[src/logic/gpp_port_map.vh]
`ifndef GPP_PORT_MAP_VH
`define GPP_PORT_MAP_VH

// ****************************************************************
// Port geometry
// ****************************************************************
`define GPP_PORTS 4
`define GPP_PIN_COUNT 28
`define GPP_PIN_MASK 32'h0FFF_FFFF

// ****************************************************************
// Register offsets (byte addresses; port registers by word index)
// ****************************************************************
// Port k sits at k * GPP_PORT_STRIDE; its three registers follow.
`define GPP_PORT_STRIDE 8'h10
`define GPP_OFS_OUT 2'h0
`define GPP_OFS_DIR 2'h1
`define GPP_OFS_IN 2'h2
`define GPP_ADDR_CTRL 8'h40
`define GPP_ADDR_CHG_CTRL 8'h44
`define GPP_ADDR_CHG_FLAG 8'h48
`define GPP_ADDR_MASK0 8'h4C
`define GPP_ADDR_MASK1 8'h50
`define GPP_ADDR_MASK2 8'h54
`define GPP_ADDR_MASK3 8'h58
`define GPP_ADDR_BITOP 8'h5C

// ****************************************************************
// Field positions
// ****************************************************************
`define GPP_CTRL_PUD 0
`define GPP_CTRL_BBM_LO 4
`define GPP_BITOP_BIT_LO 0
`define GPP_BITOP_PORT_LO 4
`define GPP_BITOP_TARGET 8
`define GPP_BITOP_VALUE 9

// ****************************************************************
// Reset values
// ****************************************************************
`define GPP_RST_BYTE 8'h00
`define GPP_RST_WORD 32'h0000_0000
`define GPP_RST_NIB 4'h0

`endif

[src/logic/gpp_sync.v]
// ****************************************************************
// Two-stage input synchroniser bank
// ****************************************************************
module gpp_sync #(
  parameter WIDTH = 28
) (
  // Clock and reset
  input wire CLK,
  input wire SYS_RST,
  // Data
  input wire [WIDTH-1:0] d_in,
  output reg [WIDTH-1:0] q_out
);

  reg [WIDTH-1:0] meta_r;

  // The first stage feeds only the second stage.
  always @(posedge CLK) begin
    if (SYS_RST) begin
      meta_r <= {WIDTH{1'b0}};
      q_out <= {WIDTH{1'b0}};
    end else begin
      meta_r <= d_in;
      q_out <= meta_r;
    end
  end

endmodule // gpp_sync

[src/logic/gpp_port.v]
`include "gpp_port_map.vh"

module gpp_port #(
  parameter NPIN = `GPP_PIN_COUNT
) (
  // Clock and reset
  input wire CLK,
  input wire SYS_RST,
  // APB slave
  input wire PSEL,
  input wire PENABLE,
  input wire PWRITE,
  input wire [7:0] PADDR,
  input wire [31:0] PWDATA,
  output reg [31:0] PRDATA,
  output reg PREADY,
  output reg PSLVERR,
  // Processor interrupt handshake
  input wire CPU_IRQ_EN,
  input wire [3:0] IRQ_ACK,
  output reg [3:0] IRQ_REQ,
  // Pins
  input wire [NPIN-1:0] PIN_IN,
  output reg [NPIN-1:0] PIN_OUT,
  output reg [NPIN-1:0] PIN_OE,
  output reg [NPIN-1:0] PIN_PULLUP
);

  // ****************************************************************
  // State
  // ****************************************************************
  reg [31:0] out_r;
  reg [31:0] out_nxt;
  reg [31:0] dir_r;
  reg [31:0] dir_nxt;
  reg [31:0] dir_prev_r;
  reg [31:0] samp_prev_r;
  reg pud_r;
  reg pud_nxt;
  reg [3:0] bbm_r;
  reg [3:0] bbm_nxt;
  reg [3:0] chg_en_r;
  reg [3:0] chg_en_nxt;
  reg [3:0] flag_r;
  reg [3:0] flag_nxt;
  reg [31:0] mask_r;
  reg [31:0] mask_nxt;
  reg [31:0] rdata_nxt;
  reg err_nxt;
  reg hit;

  wire [NPIN-1:0] samp_pins;
  wire [31:0] samp;
  wire [31:0] chg;
  wire [3:0] grp_set;
  wire wr_en;
  wire is_port;
  wire [1:0] port_sel;
  wire [1:0] port_reg;
  wire [4:0] shift;
  wire [31:0] wbyte;
  wire [31:0] bit_one;

  // ****************************************************************
  // Input synchroniser
  // ****************************************************************
  // two-stage synchroniser
  gpp_sync #(
    .WIDTH(NPIN)
  ) u_sync (
    .CLK(CLK),
    .SYS_RST(SYS_RST),
    .d_in(PIN_IN),
    .q_out(samp_pins)
  );

  assign samp = {{(32 - NPIN){1'b0}}, samp_pins};

  // ****************************************************************
  // Pin-change detection
  // ****************************************************************
  // compare with previous sample
  assign chg = (samp ^ samp_prev_r) & mask_r;

  genvar g;
  generate
    for (g = 0; g < 4; g = g + 1) begin : g_grp
      assign grp_set[g] = chg_en_r[g] & (|chg[8*g+7:8*g]);
    end
  endgenerate

  // ****************************************************************
  // APB decode
  // ****************************************************************
  assign wr_en = PSEL & PENABLE & PWRITE & PREADY & ~PSLVERR;
  assign is_port = (PADDR < `GPP_ADDR_CTRL);
  assign port_sel = PADDR[5:4];
  assign port_reg = PADDR[3:2];
  assign shift = {port_sel, 3'b000};
  assign wbyte = {24'h00_0000, PWDATA[7:0]} << shift;
  assign bit_one = 32'h0000_0001 << {PWDATA[`GPP_BITOP_PORT_LO+1:
    `GPP_BITOP_PORT_LO], PWDATA[`GPP_BITOP_BIT_LO+2:`GPP_BITOP_BIT_LO]};

  always @* begin
    hit = 1'b1;
    rdata_nxt = `GPP_RST_WORD;
    if (is_port) begin
      case (port_reg)
        `GPP_OFS_OUT: rdata_nxt = {24'h00_0000, out_r[shift +: 8]};
        `GPP_OFS_DIR: rdata_nxt = {24'h00_0000, dir_r[shift +: 8]};
        `GPP_OFS_IN: rdata_nxt = {24'h00_0000, samp[shift +: 8]};
        default: hit = 1'b0;
      endcase
    end else begin
      case (PADDR)
        `GPP_ADDR_CTRL: rdata_nxt = {24'h00_0000, bbm_r, 3'b000, pud_r};
        `GPP_ADDR_CHG_CTRL: rdata_nxt = {28'h000_0000, chg_en_r};
        `GPP_ADDR_CHG_FLAG: rdata_nxt = {28'h000_0000, flag_r};
        `GPP_ADDR_MASK0: rdata_nxt = {24'h00_0000, mask_r[7:0]};
        `GPP_ADDR_MASK1: rdata_nxt = {24'h00_0000, mask_r[15:8]};
        `GPP_ADDR_MASK2: rdata_nxt = {24'h00_0000, mask_r[23:16]};
        `GPP_ADDR_MASK3: rdata_nxt = {28'h000_0000, mask_r[27:24]};
        `GPP_ADDR_BITOP: rdata_nxt = `GPP_RST_WORD;
        default: hit = 1'b0;
      endcase
    end
    err_nxt = ~hit;
  end

  // ****************************************************************
  // Register writes
  // ****************************************************************
  always @* begin
    out_nxt = out_r;
    dir_nxt = dir_r;
    pud_nxt = pud_r;
    bbm_nxt = bbm_r;
    chg_en_nxt = chg_en_r;
    mask_nxt = mask_r;
    flag_nxt = flag_r;
    if (wr_en) begin
      if (is_port) begin
        if (port_reg == `GPP_OFS_OUT) begin
          out_nxt[shift +: 8] = PWDATA[7:0];
        end
        if (port_reg == `GPP_OFS_DIR) begin
          dir_nxt[shift +: 8] = PWDATA[7:0];
        end
        if (port_reg == `GPP_OFS_IN) begin
          out_nxt = out_r ^ wbyte;
        end
      end else begin
        case (PADDR)
          `GPP_ADDR_CTRL: begin
            pud_nxt = PWDATA[`GPP_CTRL_PUD];
            bbm_nxt = PWDATA[`GPP_CTRL_BBM_LO+3:`GPP_CTRL_BBM_LO];
          end
          `GPP_ADDR_CHG_CTRL: chg_en_nxt = PWDATA[3:0];
          `GPP_ADDR_CHG_FLAG: flag_nxt = flag_r & ~PWDATA[3:0];
          `GPP_ADDR_MASK0: mask_nxt[7:0] = PWDATA[7:0];
          `GPP_ADDR_MASK1: mask_nxt[15:8] = PWDATA[7:0];
          `GPP_ADDR_MASK2: mask_nxt[23:16] = PWDATA[7:0];
          `GPP_ADDR_MASK3: mask_nxt[27:24] = PWDATA[3:0];
          `GPP_ADDR_BITOP: begin
            if (PWDATA[`GPP_BITOP_TARGET]) begin
              dir_nxt = PWDATA[`GPP_BITOP_VALUE] ? (dir_r | bit_one) :
                (dir_r & ~bit_one);
            end else begin
              out_nxt = PWDATA[`GPP_BITOP_VALUE] ? (out_r | bit_one) :
                (out_r & ~bit_one);
            end
          end
          default: pud_nxt = pud_r;
        endcase
      end
    end
    flag_nxt = flag_nxt & ~IRQ_ACK;
    // A change seen in the clearing cycle is kept.
    flag_nxt = flag_nxt | grp_set;
    out_nxt = out_nxt & `GPP_PIN_MASK;
    dir_nxt = dir_nxt & `GPP_PIN_MASK;
  end

  // ****************************************************************
  // Registers and bus answer
  // ****************************************************************
  always @(posedge CLK) begin
    if (SYS_RST) begin
      out_r <= `GPP_RST_WORD;
      dir_r <= `GPP_RST_WORD;
      dir_prev_r <= `GPP_RST_WORD;
      samp_prev_r <= `GPP_RST_WORD;
      pud_r <= 1'b0;
      bbm_r <= `GPP_RST_NIB;
      chg_en_r <= `GPP_RST_NIB;
      flag_r <= `GPP_RST_NIB;
      mask_r <= `GPP_RST_WORD;
      IRQ_REQ <= `GPP_RST_NIB;
      PRDATA <= `GPP_RST_WORD;
      PREADY <= 1'b0;
      PSLVERR <= 1'b0;
    end else begin
      out_r <= out_nxt;
      dir_r <= dir_nxt;
      dir_prev_r <= dir_r;
      samp_prev_r <= samp;
      pud_r <= pud_nxt;
      bbm_r <= bbm_nxt;
      chg_en_r <= chg_en_nxt;
      flag_r <= flag_nxt;
      mask_r <= mask_nxt;
      // flag, group enable and global enable
      IRQ_REQ <= flag_r & chg_en_r & {4{CPU_IRQ_EN}};
      // The answer is prepared in the setup cycle, so access has no wait.
      PREADY <= PSEL & ~PENABLE;
      if (PSEL & ~PENABLE) begin
        PRDATA <= PWRITE ? `GPP_RST_WORD : rdata_nxt;
        PSLVERR <= err_nxt;
      end else begin
        PSLVERR <= 1'b0;
      end
    end
  end

  // ****************************************************************
  // Pin drivers
  // ****************************************************************
  genvar p;
  generate
    for (p = 0; p < NPIN; p = p + 1) begin : g_pin
      // output enable cleared without a clock
      always @(posedge CLK or posedge SYS_RST) begin
        if (SYS_RST) begin
          PIN_OE[p] <= 1'b0;
        end else begin
          // rising direction held off one cycle
          // falling direction takes effect at once
          PIN_OE[p] <= dir_r[p] & ~(bbm_r[p/8] & ~dir_prev_r[p]);
        end
      end

      // every pin has its own output and direction bits; the pull-up disable is shared by all pins.
      always @(posedge CLK) begin
        if (SYS_RST) begin
          PIN_OUT[p] <= 1'b0;
          PIN_PULLUP[p] <= 1'b0;
        end else begin
          PIN_OUT[p] <= out_r[p];
          // pull-up only on inputs with bit one
          PIN_PULLUP[p] <= ~dir_r[p] & out_r[p] & ~pud_r;
        end
      end
    end
  endgenerate

endmodule // gpp_port

[config.mk]
export PLATFORM = sky130hd
export DESIGN_NAME = gpp_port
export DESIGN_NICKNAME = d
export VERILOG_FILES = /design/src/logic/gpp_sync.v /design/src/logic/gpp_port.v
export VERILOG_INCLUDE_DIRS = /design/src /design/src/logic
export SDC_FILE = /design/constraint.sdc
export NUM_CORES = 1
export LEC_CHECK = 0
export BUFFER_PORTS_ARGS = -buffer_cell sky130_fd_sc_hd__buf_2
export CAP_MARGIN = 20
export CORE_MARGIN = 2
export CORE_UTILIZATION = 45
export DETAILED_ROUTE_END_ITERATION = 8
export PLACE_DENSITY = 0.74
export SYNTH_ARGS = -nofsm -noshare
export SYNTH_HDL_FRONTEND = slang
export SYNTH_SLANG_ARGS = --single-unit
[constraint.sdc]
create_clock -name CLK -period 1.6 [get_ports CLK]
set_input_delay 0.24 -clock CLK [delete_from_list [all_inputs] [get_ports CLK]]
set_output_delay 0.24 -clock CLK [all_outputs]
set_load 0.01 [all_outputs]
Yosys cells after proc, flatten, opt, wreduce, memory -nomap -nowiden
Cells that the tools add are included.
{"block": "totals", "ff_bits": 343, "word_cells": 394, "inputBits": 78, "output_inout_bits": 122}
{"block": "op_classes", "n_reduce_logical": 18, "mux": 23, "bitwise_logic": 226, "shift": 7, "order_cmp": 1, "add_sub_neg": 1, "n_eq_ne": 13}
{"operator": "two-way mux 32 bit", "count": 13}
{"operator": "bitwise AND 1 bit", "count": 121}
{"operator": "indexed part select 32 x 6 -> 8 bit", "count": 3}
{"operator": "inverter 1 bit", "count": 90}
{"operator": "bitwise AND 32 bit", "count": 2}
{"operator": "bitwise mux 32 bit", "count": 2}
{"operator": "== test 8 x 7 -> 1 bit (second input constant)", "count": 8}
{"operator": "bitwise OR 32 bit", "count": 2}
{"operator": "one-hot mux 8 bit (7 select lines)", "count": 1}
{"operator": "OR reduction 8 bit", "count": 5}
{"operator": "bitwise AND 32 x 28 -> 32 bit", "count": 1}
{"operator": "inverter 32 bit", "count": 1}
{"operator": "variable shift 8 x 7 -> 32 bit (first input constant)", "count": 1}
{"operator": "indexed part select 8 x 7 -> 32 bit", "count": 1}
{"operator": "left shift 1 x 5 -> 32 bit (first input constant)", "count": 1}
{"operator": "left shift 8 x 5 -> 32 bit", "count": 1}
{"operator": "XOR 28 x 32 -> 32 bit", "count": 1}
{"operator": "XOR 32 bit", "count": 1}
{"operator": "one-hot mux 8 bit (3 select lines)", "count": 1}
{"operator": "AND reduction 3 bit", "count": 6}
{"operator": "bitwise AND 4 bit", "count": 4}
{"operator": "two-way mux 4 bit", "count": 3}
{"operator": "less-than comparator 8 x 7 -> 1 bit (second input constant)", "count": 1}
{"operator": "inverter 4 bit", "count": 2}
{"operator": "other kinds (12)", "count": 17}

Longest topological paths before layout
{"block": "depth", "depth_word": 7, "ltp_mapped": 11}

Hierarchy
Synthesis repeated with hierarchy kept, for this count alone.
{"block": "hier_totals", "cells_unflattened": 1419, "hier_area_um2": 13327.8}
{"module": "gpp_port", "n_inst": 1, "area_each_um2": 11717.5, "cells_per_inst": 1301, "seq_area_each_um2": 5165.0}
{"module": "gpp_sync", "n_inst": 1, "area_each_um2": 1610.3, "cells_per_inst": 118, "seq_area_each_um2": 1121.1}

Least setup slack after synthesis
OpenSTA, ideal clock, no wires.
{"block": "synth_timing", "path_kind": "input to register", "start": "input port PADDR[5]", "end": "register out_r[15]", "path_slack_ns": -0.783, "arrival_time_ns": 2.313, "n_path_buf": 3, "cell_stages": 10, "path_cell_list": "clkbuf_1 clkbuf_1 inv_1 ha_1 and3b_1 and2_1 clkbuf_1 a22oi_1 o32a_1 a21oi_1"}
{"block": "synth_via", "elab_chain_cells": 6, "word_cells_on_any_way": 15, "classes_between": "add/sub (1); order compare (1); eq/ne (3); shift (3); mux (4); bitwise (1); reduce/logical (2)"}
{"item": "start, declared", "line_no": "gpp_port.v:13", "rtl": "input wire [7:0] PADDR,"}
{"item": "negation 5 -> 7 bit", "line_no": "gpp_port.v:144", "rtl": "out_nxt[shift +: 8] = PWDATA[7:0];"}
{"item": "indexed part select 8 x 7 -> 32 bit / variable shift 8 x 7 -> 32 bit (equally long branches)", "line_no": "gpp_port.v:144"}
{"item": "bitwise mux 32 bit", "line_no": "gpp_port.v:144"}
{"item": "two-way mux 32 bit", "line_no": "gpp_port.v:143", "rtl": "if (port_reg == `GPP_OFS_OUT) begin"}
{"item": "two-way mux 32 bit", "line_no": "gpp_port.v:149", "rtl": "if (port_reg == `GPP_OFS_IN) begin"}
{"item": "two-way mux 32 bit", "line_no": "gpp_port.v:142", "rtl": "if (is_port) begin"}
{"item": "end signal, assigned", "line_no": "gpp_port.v:189", "rtl": "out_r <= `GPP_RST_WORD;"}
{"item": "end signal, assigned", "line_no": "gpp_port.v:203", "rtl": "out_r <= out_nxt;"}
{"item": "end, declared", "line_no": "gpp_port.v:32", "rtl": "reg [31:0] out_r;"}
Several ways; a longest one is shown, not always the timed one. The select of a mux whose other input is x is not followed.
A chain may end at the register's enable or synchronous reset.

Worst setup path after layout
{"block": "layout_timing", "start": "register PREADY", "end": "register dir_r[18]"}
{"block": "layout_via", "elab_chain_cells": 3}
{"item": "start, declared", "line_no": "gpp_port.v:16", "rtl": "output reg PREADY,"}
{"item": "start signal, assigned", "line_no": "gpp_port.v:215", "rtl": "PREADY <= PSEL & ~PENABLE;"}
{"item": "bitwise AND 1 bit (2 in series)", "line_no": "gpp_port.v:95", "rtl": "assign wr_en = PSEL & PENABLE & PWRITE & PREADY & ~PSLVERR;"}
{"item": "AND reduction 4 bit (no line)"}
{"item": "end signal, assigned", "line_no": "gpp_port.v:190", "rtl": "dir_r <= `GPP_RST_WORD;"}
{"item": "end signal, assigned", "line_no": "gpp_port.v:204", "rtl": "dir_r <= dir_nxt;"}
{"item": "end, declared", "line_no": "gpp_port.v:34", "rtl": "reg [31:0] dir_r;"}
Every way passes these cells.

==> impl_metrics.py <==
metrics = {
    "clock_tree": {
        "cts-buffers-inserted": 31,
        "clock_path_buffers": 3,
        "htreeDepth": 1,
        "clock_latency_ps": 580,
        "cts_sinks": 307,
        "root_buffer": "clkbuf_16",
        "clkTransAtPathRegs_ps": 70,
        "cts_tree": "done",
    },
    "detailed_routing": {
        "firstDrtPassIters": 6,
        "vias": 12706,
        "via_per_inst": 5.72,
        "drc": 0,
        "initialDrtViolationCount": 1382,
        "wirelength_um": 46900,
        "ant_nets": 0,
        "wire_per_inst_um": 21.1,
    },
    "cells_and_area": {
        "num-fill-cells": 2509,
        "synthToLayoutAreaGrowth_pct": 33.8,
        "finalNonFillerCells": 2223,
        "utilization_pct": 61.0,
        "nNetsFinal": 1896,
        "drive_above_1_share_pct": 30.2,
    },
    "synthesis": {
        "synthTopCellsByCount": "dfxtp_1 (279), nor2b_1 (143), nor2_1 (110)",
        "ys.flop_type": "dfxtp_1",
        "synth_area_leaders": "dfxtp_1 (41%), nor2b_1 (6.6%), dfrtp_1 (5.2%)",
        "syn_inst": 1479,
        "async_reset_ff_share_pct": 9.12,
        "ys_types": 68,
        "synth_area_mm2": 0.0135,
        "synth_enable_flop_cells": 0,
        "avgSynthCellArea_um2": 9.11,
        "synth-seq-cells": 307,
        "yosys_warnings": 0,
        "synth_most_common_cell": "dfxtp_1",
        "yosysTopAreaCellShare_pct": 41.5,
        "yosysSeqAreaShare_pct": 46.7,
        "synth.largest_area_cell": "dfxtp_1",
    },
    "global_routing": {
        "grt_usage_pct": 29.2,
        "grt_max_degree": 150,
        "grt_pass1_wl_um": 70200,
        "grt_antenna_before_repair": 1,
        "grt_pass1_vias": 12129,
        "grt-ovfl-total": 0,
    },
    "floorplanning": {
        "die_h_um": 177,
        "die_x_um": 177,
        "dieArea_mm2": 0.0313,
        "rows": 63,
        "initial_utilization_pct": 45.6,
        "io_pins": 200,
        "core_area_mm2": 0.0296,
    },
    "pwr": {
        "p_seq_share_pct": 47.1,
        "powerDensity_mw_per_mm2": 919,
        "p_sw_w": 0.00411,
        "p_int_w": 0.0125,
        "vdd_drop_max_mv": 0.818,
        "leakagePower_nw": 7.62,
        "p_sw_share_pct": 24.8,
        "design_power_total_w": 0.0166,
        "clock_power_share_pct": 44.0,
        "combPwrFrac_pct": 9.0,
    },
    "sta": {
        "relSlewSlack_pct": 57.5,
        "finClkSkew_ps": 8.69,
        "fin_setup_tns_ps": -3490,
        "finalHoldViolCount": 0,
        "drv_slew": 0,
        "fmax_mhz": 581,
        "layout_min_cycle_time_ps": 1720,
        "timing.final.crit_share_pct": 108,
        "fin_ws_ps": -122,
        "finalSetupViolations": 66,
        "worstMarginPinSlew_ps": 638,
        "grt_setup_unrepaired": "yes",
    },
    "critical_path": {
        "crit_family": "buffers and inverters",
        "cp_cell_sequence": "nor2b_4 > nand4_1 > buf_4 > buf_6 > buf_8 > a21oi_4 > buf_6 > nand2_4 > a21oi_4",
        "cp_slowest_stage_delay_ps": 330,
        "cpMaxStageDelayCell": "dfxtp_2",
        "reg2reg_slack_ps": -120,
        "cp-start-kind": "flop",
        "critPathKind": "flop to flop",
        "cp.arrival_ps": 2230,
        "cp-end-kind": "flop",
        "crit_buf_inv": 4,
        "worst-path-max-fanout": 5,
        "crit_required_ps": 2110,
    },
    "status": {
        "outcome": "finished, violations left",
        "violations": "negative setup slack",
    },
    "placement": {
        "gp_congestion": 0.960,
        "dp_hpwl_um": 34000,
        "dp.cells": 2128,
        "port-buffer-count": 153,
    },
    "job": {
        "max_cap_viol_count": 0,
    },
    "hold_path": {
        "min-delay-path-class": "primary input to async pin",
    },
}
cells by family (layout without fill, tap and decap cells):
group | after synthesis | count (layout) | synth area share (%)
flops | 307 | 307 | 46.7
buf+inv | 183 | 513 | 5.96
compound gates | 388 | 388 | 19.6
fa+ha+maj | 11 | 11 | 1.02
other cells | 1 | 25 | 0.0278
mux | 49 | 49 | 3.65
simple gates | 485 | 485 | 19.5
xor+xnor | 55 | 55 | 3.58
worst min-delay path, delay by kind of cell:
kind,cells,cell delay (ps)
buffers and inverters,4,740
state kept, by name (all words and copies together) (netlist names):
name / cells
PIN_OE: 28
PREADY: 1
pud_r: 1
IRQ_REQ: 4
chg_en_r: 4
PSLVERR: 1
u_sync.q_out: 28
out_r: 28
PIN_PULLUP: 28
flag_r: 4
samp_prev_r: 28
PIN_OUT: 28
dir_r: 28
bbm_r: 4
mask_r: 28
dir_prev_r: 28
PRDATA: 8
u_sync.meta_r: 28
metrics by stage:
stage	area, µm²	hold WS, ps	worst slack, ps
final	18000	62.9	-122
after global routing	18000	73.8	-169
after CTS	17800	43.4	-72.4
after detailed placement	16200	420	-662
after global placement	16200	417	-606
after floorplan	13900	368	-250
power by group through the flow:
stage          combinational, W  clock [W]  sequential, W
2_1_floorplan          0.000769          0        0.00795
3_3_place_gp            0.00134          0        0.00797
3_5_place_dp            0.00136          0        0.00797
4_1_cts                 0.00143    0.00734        0.00780
5_1_grt                 0.00156    0.00768        0.00781
6_report                0.00148    0.00729        0.00781
per-layer routing:
layer | share of wire [%] | GRT usage, % | vias up
met3 | 9.4 | 4.02 | 157
met2 | 44 | 45.2 | 734
met4 | 5.1 | 14.3 | 0
li1 | - | - | 5810
met5 | 0 | 0 | -
met1 | 42 | 40.2 | 6005
layout make-up:
type	count	area, µm²	area share, %
well taps	390	488	2.71
inverters	42	170	0.944
repair buffers	413	3040	16.9
multi-input cells	1012	7010	38.9
diodes	1	2.50	0.0139
clock buffers	41	853	4.73
clock inverters	17	175	0.972
flip-flops and latches	307	6290	34.9
placed cells by master (no fill, tap or decap), drive strengths merged, types with 26 or more instances in the layout:
cell type,instances
buf,384
dfxtp,279
nor2b,143
nor2,110
a21oi,94
nand2,80
o21ai,72
mux2i,48
inv,45
a22oi,43
xor2,41
clkbuf,41
nor3b,34
nand3,33
dfrtp,28
a21boi,28
dlygate4sd3,28
o22ai,26
worst paths after layout:
| kind | depth (start not counted) | from | to |
|---|---|---|---|
| setup / recovery | 9 | PREADY$_SDFF_PP0_ | dir_r[18]$_SDFFE_PP0P_ |
| hold reg to reg | 2 | dir_prev_r[26]$_SDFF_PP0_ | PIN_OE[26]$_DFF_PP0_ |
| hold / removal | 4 | SYS_RST | PIN_OE[5]$_DFF_PP0_ |
| min in group CLK | 4 | SYS_RST | PREADY$_SDFF_PP0_ |
| max in group asynchronous | 5 | SYS_RST | PIN_OE[25]$_DFF_PP0_ |
| setup reg to reg | 9 | PREADY$_SDFF_PP0_ | dir_r[18]$_SDFFE_PP0P_ |
repair_timing:
item,CTS,global route
setup endpoints to repair,72,78
pin swaps,58,15
hold buffers,28,0
resized for setup,91,43
endpoints found under the hold margin,28,0
buffers inserted,3,4
gates cloned,1,0
(Power assumes the default switching activity.)
